`config.mk`:
```
export PLATFORM = sky130hd
export DESIGN_NAME = afc_ctrl
export DESIGN_NICKNAME = d
export VERILOG_FILES = /design/src/afc_pkg.sv /design/src/afc_ctrl.sv /design/src/afc_pin_sync.sv /design/src/afc_spi_slave.sv
export VERILOG_INCLUDE_DIRS = /design/src
export SDC_FILE = /design/constraint.sdc
export NUM_CORES = 1
export LEC_CHECK = 0
export ABC_AREA = 1
export BUFFER_PORTS_ARGS = -buffer_cell sky130_fd_sc_hd__buf_2
export CORE_MARGIN = 2
export CORE_UTILIZATION = 45
export CTS_BUF_LIST = sky130_fd_sc_hd__clkbuf_8
export CTS_CLUSTER_SIZE = 24
export DETAILED_ROUTE_END_ITERATION = 10
export GPL_ROUTABILITY_DRIVEN = 0
export PLACE_DENSITY = 0.76
export SYNTH_ARGS = -nofsm -noshare
export SYNTH_HDL_FRONTEND = slang
export SYNTH_SLANG_ARGS = --single-unit
```
`constraint.sdc`:
```
create_clock -name ref_clk -period 5 [get_ports ref_clk]
set_clock_uncertainty 0.2 [all_clocks]
set_input_delay 0.25 -clock ref_clk [delete_from_list [all_inputs] [get_ports ref_clk]]
set_output_delay 0.25 -clock ref_clk [all_outputs]
set_load 0.05 [all_outputs]
```
`src/afc_cfg.svh`:
```
// constants for the converter output format and test pattern control block
// Operation
// - output is two's complement by default, offset binary when programmed
// - 16-bit codes: 7FFF/0000/8000 two's complement, FFFF/8000/0000 offset binary
// - patterns follow decimation, replace its output; channel A controls both
// - ramp steps by the low 5 pattern bits, output takes accumulator bits 17:2
// - custom pattern mode outputs bits 17:2 of the fixed pattern register value
// - normal mode outputs 16-bit samples with one sampling clock latency
// - global power-down by serial command or high power-down pin
// - power-down requests act only while the sampling clock runs
// - global power-down always takes the core; buffers may be masked
// - unprogrammed defaults: downconverter bypassed, two's complement, external ref
// - serial word is 24 bits under low select, committed on 24th edge
`ifndef AFC_CFG_SVH
`define AFC_CFG_SVH
`define AFC_ADDR_IF_CFG 12'h007
`define AFC_ADDR_PDN_CTL 12'h008
`define AFC_ADDR_PDN_LANE 12'h009
`define AFC_ADDR_PDN_MASK 12'h00D
`define AFC_ADDR_REF_CFG 12'h00E
`define AFC_ADDR_FUSE 12'h013
`define AFC_ADDR_CPAT_LO 12'h014
`define AFC_ADDR_CPAT_MID 12'h015
`define AFC_ADDR_TPAT 12'h016
`define AFC_ADDR_FRAME_CLOCK_CTL 12'h019
`define AFC_ADDR_MAPPER 12'h01B
`define AFC_ADDR_FPAT_LO 12'h020
`define AFC_ADDR_FPAT_MID 12'h021
`define AFC_ADDR_FPAT_HI 12'h022
`define AFC_ADDR_DDC_CTL 12'h024
`define AFC_ADDR_DEC_CFG 12'h025
`define AFC_ADDR_MIX_CFG 12'h026
`define AFC_ADDR_ORD_A 12'h027
`define AFC_ADDR_ORD_B 12'h02E
`define AFC_ADDR_FMT_A 12'h08F
`define AFC_ADDR_FMT_B 12'h092
`define AFC_RST_CFG 8'h00
`define AFC_PDN_FIXED 8'h02
`define AFC_BIT_PDN_GLOBAL 0
`define AFC_BIT_PDN_REFAMP 4
`define AFC_BIT_PDN_CLKBUF 5
`define AFC_BIT_MASK_REFAMP 2
`define AFC_BIT_MASK_CLKBUF 3
`define AFC_BIT_FUSE_LD 0
`define AFC_BIT_DDC_EN 1
`define AFC_BIT_FMT_OB 0
`define AFC_BIT_REF_INT 3
`define AFC_TPAT_A_LSB 2
`define AFC_MIX_UPD_MASK 8'h22
`define AFC_WORD_BITS 5'd24
`define AFC_ADDR_BITS 5'd16
`endif

```
`src/afc_pkg.sv`:
```
// shared types for the converter output format and test pattern control block
package afc_pkg;
  typedef struct packed {
    logic [15:0] a; // channel a sample
    logic [15:0] b; // channel b sample
  } afc_pair_t;
  typedef struct packed {
    logic [11:0] addr; // register address
    logic [7:0] data; // write data
  } afc_wr_t;
  typedef enum logic [2:0] {
    AFC_PAT_OFF = 3'b000,
    AFC_PAT_CUSTOM = 3'b001,
    AFC_PAT_RAMP = 3'b010
  } afc_pat_t;
  typedef enum logic [1:0] {
    AFC_SPI_IDLE = 2'b00,
    AFC_SPI_SHIFT = 2'b01
  } afc_spi_state_t;
endpackage

```
`src/afc_ctrl.sv`:
```
// converter control: configuration registers, output format, test patterns, power-down
`timescale 1ns/1ps
`include "afc_cfg.svh"
module afc_ctrl
  import afc_pkg::*;
(
  input wire logic ref_clk, // sampling clock, 40 MHz
  input wire logic rst_b, // synchronous reset, active low
  input wire logic serial_select_n, // serial port select pin, active low
  input wire logic serial_clk, // serial port clock pin
  input wire logic sdio_in, // serial data pin, input side
  output logic sdio_out, // serial data pin, output side
  output logic sdio_oe_n, // serial data pin driven when low
  input wire logic powerdown_sync_pin, // global power-down pin, active high
  input wire afc_pkg::afc_pair_t core_sample, // two's complement core samples
  input wire afc_pkg::afc_pair_t ddc_sample, // downconverter output samples
  output afc_pkg::afc_pair_t serial_lvds_output, // formatted sample word to lanes
  output logic out_valid, // sample word valid, low in power-down
  output logic pdn_core, // converter core power-down
  output logic pdn_clkbuf, // clock buffer power-down
  output logic pdn_refamp, // reference amplifier power-down
  output logic [5:0] pdn_lanes, // per-driver output power-down
  output logic ref_internal, // internal reference selected
  output logic fuse_load, // fuse trim load strobe level
  output logic digital_downconverter_en, // downconverter in path
  output logic [7:0] dec_cfg, // decimation configuration
  output logic [7:0] mix_cfg, // committed mixer configuration
  output logic [7:0] if_cfg, // output interface and bit mapper
  output logic [7:0] mapper_cfg, // bit mapper resolution
  output logic [7:0] frame_clock_cfg, // frame clock control
  output logic [19:0] frame_clock_pattern, // frame clock pattern
  output logic [1:0] q_delay // q-delay bits, channel b and a
);
  import afc_pkg::*;

  // byte slots
  localparam int NREG = 21;
  // interface, power
  localparam logic [4:0] I_IF = 5'd0;
  localparam logic [4:0] I_PDN = 5'd1;
  localparam logic [4:0] I_LANE = 5'd2;
  localparam logic [4:0] I_MASK = 5'd3;
  localparam logic [4:0] I_REF = 5'd4;

  // fuse, pattern
  localparam logic [4:0] I_FUSE = 5'd5;
  localparam logic [4:0] I_CPL = 5'd6;
  localparam logic [4:0] I_CPM = 5'd7;
  localparam logic [4:0] I_TPAT = 5'd8;

  // frame clock, mapper
  localparam logic [4:0] I_FRAME_CLOCK = 5'd9;
  localparam logic [4:0] I_MAP = 5'd10;
  localparam logic [4:0] I_FPL = 5'd11;
  localparam logic [4:0] I_FPM = 5'd12;
  localparam logic [4:0] I_FPH = 5'd13;

  // downconverter, mixer, order
  localparam logic [4:0] I_DDC = 5'd14;
  localparam logic [4:0] I_DEC = 5'd15;
  localparam logic [4:0] I_MIX = 5'd16;
  localparam logic [4:0] I_ORDA = 5'd17;
  localparam logic [4:0] I_ORDB = 5'd18;

  // output format
  localparam logic [4:0] I_FMTA = 5'd19;
  localparam logic [4:0] I_FMTB = 5'd20;

  // maps a register address to its slot; bit 5 flags a hit
  function automatic logic [5:0] afc_slot(input logic [11:0] addr);
    logic [5:0] s;
    s = 6'h00;
    unique case (addr)
      `AFC_ADDR_IF_CFG: s = {1'b1, I_IF};
      `AFC_ADDR_PDN_CTL: s = {1'b1, I_PDN};
      `AFC_ADDR_PDN_LANE: s = {1'b1, I_LANE};
      `AFC_ADDR_PDN_MASK: s = {1'b1, I_MASK};
      `AFC_ADDR_REF_CFG: s = {1'b1, I_REF};
      `AFC_ADDR_FUSE: s = {1'b1, I_FUSE};
      `AFC_ADDR_CPAT_LO: s = {1'b1, I_CPL};
      `AFC_ADDR_CPAT_MID: s = {1'b1, I_CPM};
      `AFC_ADDR_TPAT: s = {1'b1, I_TPAT};
      `AFC_ADDR_FRAME_CLOCK_CTL: s = {1'b1, I_FRAME_CLOCK};
      `AFC_ADDR_MAPPER: s = {1'b1, I_MAP};
      `AFC_ADDR_FPAT_LO: s = {1'b1, I_FPL};
      `AFC_ADDR_FPAT_MID: s = {1'b1, I_FPM};
      `AFC_ADDR_FPAT_HI: s = {1'b1, I_FPH};
      `AFC_ADDR_DDC_CTL: s = {1'b1, I_DDC};
      `AFC_ADDR_DEC_CFG: s = {1'b1, I_DEC};
      `AFC_ADDR_MIX_CFG: s = {1'b1, I_MIX};
      `AFC_ADDR_ORD_A: s = {1'b1, I_ORDA};
      `AFC_ADDR_ORD_B: s = {1'b1, I_ORDB};
      `AFC_ADDR_FMT_A: s = {1'b1, I_FMTA};
      `AFC_ADDR_FMT_B: s = {1'b1, I_FMTB};
      default: s = 6'h00;
    endcase
    return s;
  endfunction

  // offset binary is two's complement with the sign bit inverted
  function automatic logic [15:0] afc_fmt(input logic [15:0] v, input logic ob);
    return ob ? {~v[15], v[14:0]} : v;
  endfunction

  // pin synchronisers: select idles high, clock and data low
  logic [3:0] pins_f;
  afc_pin_sync #(.W(4), .INIT(4'h1)) u_sync (
    .ref_clk(ref_clk),
    .rst_b(rst_b),
    .async_in({powerdown_sync_pin, sdio_in, serial_clk, serial_select_n}),
    .sync_out(pins_f)
  );

  // serial control port
  logic wr_stb;
  afc_wr_t wr;
  logic [11:0] rd_addr;
  logic [7:0] rd_data_reg, rd_data_next;
  logic sdo, sdo_oe_n;

  afc_spi_slave u_spi (
    .ref_clk(ref_clk),
    .rst_b(rst_b),
    .sel_n(pins_f[0]),
    .sclk(pins_f[1]),
    .sdi(pins_f[2]),
    .rd_data(rd_data_reg),
    .rd_addr(rd_addr),
    .wr_stb(wr_stb),
    .wr(wr),
    .sdo(sdo),
    .sdo_oe_n(sdo_oe_n)
  );

  // configuration bytes and their write path
  logic [7:0] cfg_reg [NREG];
  logic [7:0] cfg_next [NREG];
  logic [5:0] wslot, rslot;
  assign wslot = afc_slot(wr.addr);
  assign rslot = afc_slot(rd_addr);

  always_comb begin
    for (int i = 0; i < NREG; i++) begin
      cfg_next[i] = cfg_reg[i];
    end
    // mapped write replaces its byte
    if (wr_stb && wslot[5]) begin
      cfg_next[wslot[4:0]] = wr.data;
    end
    // power-down bit 1 reads one
    cfg_next[I_PDN] = cfg_next[I_PDN] | `AFC_PDN_FIXED;
  end

  // reset leaves every byte cleared: bypass, two's complement, external ref
  always_ff @(posedge ref_clk) begin
    if (!rst_b) begin
      for (int i = 0; i < NREG; i++) begin
        cfg_reg[i] <= `AFC_RST_CFG;
      end
    end else begin
      for (int i = 0; i < NREG; i++) begin
        cfg_reg[i] <= cfg_next[i];
      end
    end
  end

  // readback byte, unmapped addresses read zero
  always_comb begin
    rd_data_next = rslot[5] ? cfg_reg[rslot[4:0]] : 8'h00;
  end

  // mixer setting commits when a write clears update bits that were set
  logic [7:0] mix_reg, mix_next;
  always_comb begin
    mix_next = mix_reg;
    if (wr_stb && wslot[5] && (wslot[4:0] == I_MIX)
        && ((cfg_reg[I_MIX] & `AFC_MIX_UPD_MASK) != 8'h00)
        && ((wr.data & `AFC_MIX_UPD_MASK) == 8'h00)) begin
      mix_next = wr.data;
    end
  end

  // power-down: command or pin, taken on the running sampling clock
  logic gpdn;
  logic pdn_core_reg, pdn_core_next;
  logic pdn_clkbuf_reg, pdn_clkbuf_next;
  logic pdn_refamp_reg, pdn_refamp_next;
  logic [5:0] pdn_lanes_reg, pdn_lanes_next;
  assign gpdn = cfg_reg[I_PDN][`AFC_BIT_PDN_GLOBAL] | pins_f[3];

  always_comb begin
    pdn_core_next = gpdn;
    pdn_clkbuf_next = cfg_reg[I_PDN][`AFC_BIT_PDN_CLKBUF]
                      | (gpdn & ~cfg_reg[I_MASK][`AFC_BIT_MASK_CLKBUF]);
    pdn_refamp_next = cfg_reg[I_PDN][`AFC_BIT_PDN_REFAMP]
                      | (gpdn & ~cfg_reg[I_MASK][`AFC_BIT_MASK_REFAMP]);
    pdn_lanes_next = cfg_reg[I_LANE][5:0];
  end

  // sample path: source select, format, pattern override
  afc_pat_t pat_mode;
  logic [17:0] ramp_reg, ramp_next;
  logic [17:0] fixed_pattern_value;
  logic ddc_on;
  afc_pair_t src, fmt;
  afc_pair_t out_reg, out_next;
  logic valid_reg, valid_next;

  assign pat_mode = afc_pat_t'(cfg_reg[I_TPAT][`AFC_TPAT_A_LSB +: 3]);
  assign fixed_pattern_value = {cfg_reg[I_TPAT][1:0], cfg_reg[I_CPM], cfg_reg[I_CPL]};
  assign ddc_on = cfg_reg[I_DDC][`AFC_BIT_DDC_EN];

  always_comb begin
    src = ddc_on ? ddc_sample : core_sample;
    fmt.a = afc_fmt(src.a, cfg_reg[I_FMTA][`AFC_BIT_FMT_OB]);
    fmt.b = afc_fmt(src.b, cfg_reg[I_FMTB][`AFC_BIT_FMT_OB]);
    ramp_next = 18'h00000;
    out_next = fmt;
    unique case (pat_mode)
      AFC_PAT_RAMP: begin
        // step sits in the low bits; the output drops the two lowest accumulator bits 1:0
        ramp_next = ramp_reg + {13'h0000, fixed_pattern_value[4:0]};
        out_next.a = ramp_reg[17:2];
        out_next.b = ramp_reg[17:2];
      end
      AFC_PAT_CUSTOM: begin
        out_next.a = fixed_pattern_value[17:2];
        out_next.b = fixed_pattern_value[17:2];
      end
      AFC_PAT_OFF: begin
        out_next = fmt;
      end
      default: begin
        out_next = fmt;
      end
    endcase

    // power-down blanks the output
    valid_next = ~pdn_core_reg;
    if (pdn_core_reg) begin
      out_next = '0;
    end
  end

  // registers for control outputs and the sample path
  always_ff @(posedge ref_clk) begin
    if (!rst_b) begin
      // readback, mixer
      rd_data_reg <= 8'h00;
      mix_reg <= `AFC_RST_CFG;
      // power-down
      pdn_core_reg <= 1'b0;
      pdn_clkbuf_reg <= 1'b0;
      pdn_refamp_reg <= 1'b0;
      pdn_lanes_reg <= 6'h00;
      // sample path
      ramp_reg <= 18'h00000;
      out_reg <= '0;
      valid_reg <= 1'b0;
    end else begin
      rd_data_reg <= rd_data_next;
      mix_reg <= mix_next;
      pdn_core_reg <= pdn_core_next;
      pdn_clkbuf_reg <= pdn_clkbuf_next;
      pdn_refamp_reg <= pdn_refamp_next;
      pdn_lanes_reg <= pdn_lanes_next;

      ramp_reg <= ramp_next;
      out_reg <= out_next;
      valid_reg <= valid_next;
    end
  end

  // outputs, all straight from flip-flops
  // serial data pin
  assign sdio_out = sdo;
  assign sdio_oe_n = sdo_oe_n;

  // sample stream
  assign serial_lvds_output = out_reg;
  assign out_valid = valid_reg;

  // power-down
  assign pdn_core = pdn_core_reg;
  assign pdn_clkbuf = pdn_clkbuf_reg;
  assign pdn_refamp = pdn_refamp_reg;
  assign pdn_lanes = pdn_lanes_reg;

  // configuration
  assign ref_internal = cfg_reg[I_REF][`AFC_BIT_REF_INT];
  assign fuse_load = cfg_reg[I_FUSE][`AFC_BIT_FUSE_LD];
  assign digital_downconverter_en = ddc_on;
  assign dec_cfg = cfg_reg[I_DEC];
  assign mix_cfg = mix_reg;
  assign if_cfg = cfg_reg[I_IF];
  assign mapper_cfg = cfg_reg[I_MAP];
  assign frame_clock_cfg = cfg_reg[I_FRAME_CLOCK];
  assign frame_clock_pattern = {cfg_reg[I_FPH][3:0], cfg_reg[I_FPM], cfg_reg[I_FPL]};
  assign q_delay = {cfg_reg[I_ORDB][3], cfg_reg[I_ORDA][3]};
endmodule

```
`src/afc_pin_sync.sv`:
```
// three-stage synchroniser that accepts a change once stages two and three agree
`timescale 1ns/1ps
module afc_pin_sync #(
  parameter int W = 1,
  parameter logic [W-1:0] INIT = '0
) (
  input wire logic ref_clk, // sampling clock
  input wire logic rst_b, // synchronous reset, active low
  input wire logic [W-1:0] async_in, // pins from outside the clock domain
  output logic [W-1:0] sync_out // filtered level
);
  logic [W-1:0] s1_reg, s2_reg, s3_reg, out_reg;
  logic [W-1:0] s1_next, s2_next, s3_next, out_next;

  // next values: shift chain, accept bits where two and three agree
  always_comb begin
    s1_next = async_in;
    s2_next = s1_reg;
    s3_next = s2_reg;
    out_next = out_reg;
    for (int i = 0; i < W; i++) begin
      if (s2_reg[i] == s3_reg[i]) begin
        out_next[i] = s3_reg[i];
      end
    end
  end

  // registers
  always_ff @(posedge ref_clk) begin
    if (!rst_b) begin
      s1_reg <= INIT;
      s2_reg <= INIT;
      s3_reg <= INIT;
      out_reg <= INIT;
    end else begin
      s1_reg <= s1_next;
      s2_reg <= s2_next;
      s3_reg <= s3_next;
      out_reg <= out_next;
    end
  end

  assign sync_out = out_reg;
endmodule

```
`src/afc_spi_slave.sv`:
```
// serial control port: 24-bit words, write commit and register readback
`timescale 1ns/1ps
`include "afc_cfg.svh"
module afc_spi_slave
  import afc_pkg::*;
(
  input wire logic ref_clk, // sampling clock
  input wire logic rst_b, // synchronous reset, active low
  input wire logic sel_n, // filtered serial select, active low
  input wire logic sclk, // filtered serial clock
  input wire logic sdi, // filtered serial data in
  input wire logic [7:0] rd_data, // readback byte, registered by the host logic
  output logic [11:0] rd_addr, // readback address
  output logic wr_stb, // one-cycle write commit
  output afc_pkg::afc_wr_t wr, // committed write
  output logic sdo, // serial data out
  output logic sdo_oe_n // sdio driven when low
);
  import afc_pkg::*;
  afc_spi_state_t st_reg, st_next;
  logic [23:0] sh_reg, sh_next;
  logic [4:0] cnt_reg, cnt_next;
  logic sclk_d_reg, sclk_d_next;
  logic rd_reg, rd_next;
  logic [7:0] tx_reg, tx_next;
  logic oe_n_reg, oe_n_next;
  logic wr_stb_reg, wr_stb_next;
  afc_wr_t wr_reg, wr_next;
  logic [11:0] rd_addr_reg, rd_addr_next;
  logic rise, fall;
  logic [23:0] word;

  assign rise = sclk & ~sclk_d_reg;
  assign fall = ~sclk & sclk_d_reg;
  assign word = {sh_reg[22:0], sdi};

  // word assembly, commit on the 24th rising edge, readback on falling edges
  always_comb begin
    st_next = st_reg;
    sh_next = sh_reg;
    cnt_next = cnt_reg;
    sclk_d_next = sclk;
    rd_next = rd_reg;
    tx_next = tx_reg;
    oe_n_next = oe_n_reg;
    wr_stb_next = 1'b0;
    wr_next = wr_reg;
    rd_addr_next = rd_addr_reg;
    unique case (st_reg)
      AFC_SPI_IDLE: begin
        cnt_next = 5'd0;
        oe_n_next = 1'b1;
        rd_next = 1'b0;
        if (!sel_n) begin
          st_next = AFC_SPI_SHIFT;
        end
      end
      AFC_SPI_SHIFT: begin
        if (sel_n) begin
          st_next = AFC_SPI_IDLE; // partial words are dropped
          oe_n_next = 1'b1;
        end else if (rise) begin
          sh_next = word;
          cnt_next = cnt_reg + 5'd1;
          if (cnt_reg == `AFC_ADDR_BITS - 5'd1) begin
            rd_next = word[15] & (word[14:12] == 3'h0);
            rd_addr_next = word[11:0];
          end
          if (cnt_reg == `AFC_WORD_BITS - 5'd1) begin
            cnt_next = 5'd0;
            rd_next = 1'b0;
            oe_n_next = 1'b1;
            if (!word[23] && (word[22:20] == 3'h0)) begin
              wr_stb_next = 1'b1;
              wr_next.addr = word[19:8];
              wr_next.data = word[7:0];
            end
          end
        end else if (fall && rd_reg) begin
          if (cnt_reg == `AFC_ADDR_BITS) begin
            tx_next = rd_data;
            oe_n_next = 1'b0;
          end else begin
            tx_next = {tx_reg[6:0], 1'b0};
          end
        end
      end
      default: begin
        st_next = AFC_SPI_IDLE;
      end
    endcase
  end

  // registers
  always_ff @(posedge ref_clk) begin
    if (!rst_b) begin
      st_reg <= AFC_SPI_IDLE;
      sh_reg <= 24'h000000;
      cnt_reg <= 5'd0;
      sclk_d_reg <= 1'b0;
      rd_reg <= 1'b0;
      tx_reg <= 8'h00;
      oe_n_reg <= 1'b1;
      wr_stb_reg <= 1'b0;
      wr_reg <= '0;
      rd_addr_reg <= 12'h000;
    end else begin
      st_reg <= st_next;
      sh_reg <= sh_next;
      cnt_reg <= cnt_next;
      sclk_d_reg <= sclk_d_next;
      rd_reg <= rd_next;
      tx_reg <= tx_next;
      oe_n_reg <= oe_n_next;
      wr_stb_reg <= wr_stb_next;
      wr_reg <= wr_next;
      rd_addr_reg <= rd_addr_next;
    end
  end

  assign rd_addr = rd_addr_reg;
  assign wr_stb = wr_stb_reg;
  assign wr = wr_reg;
  assign sdo = tx_reg[7];
  assign sdo_oe_n = oe_n_reg;
endmodule

```
### After elaboration in Yosys (flattened, before gate mapping)

Memories as Yosys holds them, arrays and structs flattened. A register that Yosys moved wholly into a read port is not among the register bits.
Index checks and enable logic that the tools add are counted.

| word-level totals | value |
|---|---|
| register bits after elaboration | 152 |
| RAM bits | 168 |
| bits of input ports | 70 |
| output and inout port bits | 109 |
| word-level logic and storage cells | 215 |
| memories | 1 |

| operators by class | value |
|---|---|
| add/subtract/negate cells | 2 |
| magnitude comparators | 2 |
| equality and inequality tests | 61 |
| mux-type cells | 53 |
| bitwise operators | 42 |
| reduce and logical (&&, ||, !) cells | 28 |

Memories:

| memory | words | bits a word | rd ports | clocked after memory_dff | wr ports | RTL line | text |
|---|---|---|---|---|---|---|---|
| cfg_reg | 21 | 8 | 23 | 2 | 21 | afc_ctrl.sv:136 | `logic [7:0] cfg_reg [NREG];` |

Operators by type and width:

| cell | count |
|---|---|
| $pmux 6 s21 | 2 |
| $eq 12x6->1 const B | 16 |
| $mux 8 | 23 |
| $bwmux 168 | 1 |
| $mux 168 | 1 |
| $eq 12x5->1 const B | 12 |
| $eq 12x4->1 const B | 8 |
| $pmux 32 s2 | 1 |
| $eq 12x8->1 const B | 4 |
| $demux 8 s5 | 1 |
| $mux 16 | 2 |
| $mux 32 | 1 |
| $eq 12x3->1 const B | 2 |
| $or 1x1->1 | 24 |
| $add 18x5->18 | 1 |
| $reduce_and 4->1 | 4 |
| $eq 5x5->1 const B | 3 |
| $mux 5 | 3 |
| $mux 1 | 12 |
| $not 1->1 | 12 |
| $pmux 5 s2 | 1 |
| $logic_not 8->1 | 1 |
| $ne 4x2->1 const B | 2 |
| $reduce_bool 8->1 | 1 |
| other kinds (27) | 50 |

### Depth between registers and ports, before layout

| depth | value |
|---|---|
| depth after elaboration | 10 |
| mapped depth | 16 |
| mapped depth without buffers | 16 |

### By module

From an unflattened synthesis, not the netlist that was laid out.

| unflattened totals | value |
|---|---|
| cells, all modules | 2392 |
| area total of the unflattened synthesis | 16409.5 um2 |

By module, submodules not included:

| module | times used | cells an instance | area each (um2) | sequential area each (um2) |
|---|---|---|---|---|
| afc_ctrl | 1 | 1909 | 12843.6 | 4884.7 |
| afc_spi_slave | 1 | 426 | 3076.7 | 1461.4 |
| afc_pin_sync | 1 | 57 | 489.2 | 320.3 |

### Worst setup path after synthesis

Ideal clock, no wire load.

| path | value |
|---|---|
| kind | reg2reg |
| start | register (tool-made name) |
| end | register ramp_reg[16] |
| setup time | 132 ps |
| arrival time | 2031 ps |
| required time | 4668 ps |
| slack | 2637 ps |
| cell stages (with the launch flop) | 16 |
| buffers on the path | 0 |
| period minus slack after synthesis | 2363 ps |
| cell sequence | dfxtp_1 ha_1 inv_1 fa_1 nor2_1 nor2_1 o21bai_1 nand2_1 nand2_1 nand3_1 nor2_1 nand2_1 inv_1 nand4_1 nor3_1 nor3_1 |

RTL lines:

| item | RTL line | text |
|---|---|---|
| end signal, assigned | afc_ctrl.sv:268 | `ramp_reg <= ramp_next;` |
| end, declared | afc_ctrl.sv:202 | `logic [17:0] ramp_reg, ramp_next;` |

### Worst setup path after layout

| path | value |
|---|---|
| start | register u_spi.rd_addr_reg[9], in the netlist u_spi.rd_addr[9] |
| end | register rd_data_reg[2] (read register of cfg_reg) |

| between the ends | value |
|---|---|
| cells in the longest elaborated chain, start to end | 4 |
| elaborated cells on any way between the ends | 24 |
| those cells by class | eq/ne (21); mux (1); reduce/logical (2) |

Ends and longest elaborated chain:

| item | RTL line | text |
|---|---|---|
| start, declared | afc_spi_slave.sv:29 | `logic [11:0] rd_addr_reg, rd_addr_next;` |
| start signal, assigned | afc_spi_slave.sv:117 | `rd_addr_reg <= rd_addr_next;` |
| $eq 12x8->1, or another cell as far along | afc_ctrl.sv:73 | `unique case (addr)` |
| $pmux 6 s21 (*) | afc_ctrl.sv:73 |  |
| $reduce_and 2->1 (no source line) | n/a |  |
| $logic_not 1->1 (no source line) | n/a |  |
| end, declared | afc_ctrl.sv:118 | `logic [7:0] rd_data_reg, rd_data_next;` |

Mark *: on every way between the ends. The rest lies on a longest branch, timed or not.
A chain may end at the register's enable or synchronous reset.

==> out/metrics.yaml <==
status: "finished, final reports clean"
drtIter0Drc: 1783
maxSlewViolCount: 0
cellLeakagePower_nw: 8.45
crit_type: "register to register"
fp.dieW_um: 194
critPathCaptureType: "register"
critPathRequiredTime_ns: 5.31
ant_nets: 0
n_fill_cell: 3376
synth_common_cells: "nand2_1, dfxtp_1, inv_1"
grt_usage: 0.271
clockBufferDepth: 3
max_freq_mhz: 277
fp-row-count: 69
synth_top_area_cell: "dfxtp_1"
critPathMaxFanout: 81
fin_crit_sh: 0.721
yosysMostFrequentCell: "nand2_1"
first_pass_iters: 8
worstMarginPinSlew_ns: 1.28
hp-class: "input pin to register"
min_period_ns: 3.61
drive_gt1_frac: 0.138
dp_hpwl_um: 35700
final_nets: 2652
hold_viol: 0
power_mw: 5.46
syn_area_um2: 16300
max_slew_margin: 0.137
yosys_warnings: 0
antenna_found_initial: 0
port-buffer-count: 178
synth_cell_types: 51
via_per_inst: 5.51
core_um2: 35600
startpoint_type: "register"
die_area_um2: 37700
setup_viol: 0
num_vias: 16900
ir_drop_mv: 0.210
crit_arrival_ns: 3.92
root_buffer: "clkbuf_8"
area_growth_pct: 17.6
diodes: 0
netlist_instances: 2378
synth_nets: 2459
synth.top_cell.area_share: 0.410
cts_hold_buf: 69
cts_htree_levels: 2
synth-edff-count: 0
synthTopCellsByArea: "dfxtp_1, nand2_1, inv_1"
fin_tns_setup_ns: 0
synth_ff_type: "dfxtp_1"
io_pins: 179
grt_pass1_vias: 15900
cts_tree: "yes"
grt_overflow: 0
insertion_delay_ns: 0.63
path_clk_slew_ns: 0.06
synth.avg_cell_area_um2: 6.83
initial_core_util: 0.457
numCtsBuffers: 55
multiInputGateArea_um2: 7790
cts.sinks: 333
cts.repair.resized: 0
synthArstFlopShare: 0
grt_max_degree: 91
cap_viol_max_count: 0
wirelength_um: 52800
grt_pass1_wl_um: 83600
synth-seq-cells: 333
wl_per_cell_um: 17.2
drc: 0
ys_seq_area_frac: 0.410
p_per_area_nw_per_um2: 285
cts_setup_buffers: 0
rsz0062_at_grt: "false"
die_h_um: 194
regArea_um2: 6670
==> path summary, 6_finish.rpt <==
path	from	end	slack [ns]	cells past startpoint
max	u_spi.rd_addr[9]$_SDFFE_PN0P_	rd_data_reg[2]$_SDFF_PN0_	1.39	14
min	sdio_in	u_sync.s1_reg[2]$_SDFF_PN0_	0.16	4
max reg2reg	u_spi.rd_addr[9]$_SDFFE_PN0P_	rd_data_reg[2]$_SDFF_PN0_	1.39	14
min reg2reg	u_sync.s1_reg[0]$_SDFF_PN1_	u_sync.s2_reg[0]$_SDFF_PN1_	0.21	1
==> power breakdown <==
part	leakage [nW]	internal, mW	switching (mW)
sequential	2.69	2.68	0.0125
clock	0.646	1.36	1.11
combinational	5.11	0.106	0.182
==> cells by family after synthesis <==
| group | count (synthesis) | share of synthesized area |
|---|---|---|
| DFF | 333 | 0.410 |
| and+or+nand+nor | 1153 | 0.324 |
| xor gates and xnor gates | 3 | 0.00162 |
| buffers and inverters | 458 | 0.112 |
| adders and majority gates | 11 | 0.00893 |
| AOI/OAI and AO/OA | 419 | 0.143 |
| muxes | 1 | 0.000616 |
==> metal layers <==
| metal | vias up | part of all wire | wire, um | track usage |
|---|---|---|---|---|
| met5 | - | 0 | 0 | 0 |
| met4 | 0 | 0.048 | 2510 | 0.125 |
| met3 | 197 | 0.10 | 5280 | 0.0579 |
| met2 | 889 | 0.45 | 23700 | 0.436 |
| met1 | 7724 | 0.40 | 21400 | 0.349 |
| li1 | 8111 | - | - | - |
==> layout make-up <==
cell class / count / share of cell area
Multi-Input combinational cell: 1587 / 0.408
Sequential cell: 333 / 0.349
Timing Repair Buffer: 262 / 0.0887
Inverter: 332 / 0.0653
Clock buffer: 67 / 0.0482
Tap cell: 461 / 0.0302
Clock inverter: 30 / 0.0112
==> metrics by stage <==
step / util / area [um2] / hold WS, ns / instances / setup WS, ns
after floorplan: - / 16300 / 0.0777 / 2378 / 2.64
after global placement: 0.486 / 17300 / 0.198 / 2906 / 1.56
after detailed placement: 0.486 / 17300 / 0.197 / 2906 / 1.50
after CTS: 0.538 / 19100 / 0.136 / 3072 / 1.48
after global routing: 0.538 / 19100 / 0.154 / 3072 / 1.11
final: 0.538 / 19100 / 0.157 / 3072 / 1.39
==> layout by cell type (no fill, tap or decap), types with 3 or more instances in the layout <==
master         count
clkbuf_8          67
o21ai_0          112
nor3_2             3
clkinv_1          10
a211oi_1          43
nand3_1          194
nand2_1          518
nand3_2            7
a211oi_2           6
a21oi_1          219
clkinv_2          11
buf_4             16
nor2_1           248
dfxtp_1          333
nor2_4            10
buf_2            177
nand4_1           98
bufinv_16          3
nand2_2            6
ha_1              10
dlygate4sd3_1     69
inv_1            319
o21ai_1            5
inv_2             16
nor2_2             8
nor3_1            30
o211ai_1           7
nor2_8            10
o22ai_1           14
or2_2             11
==> worst max-delay path, cell delays in order (launching register included) <==
cell,delay (ns)
dfxtp_1,0.34
nor2_1,0.06
nand2_1,0.22
nor2_1,0.18
nand2_1,0.09
nand2_1,0.06
inv_2,0.06
buf_4,0.64
nand3_1,0.21
inv_1,0.11
nand3_1,0.07
o31ai_1,1.01
a21oi_1,0.08
nand2_1,0.13
inv_1,0.04
Power figures use the tool's default switching activity.
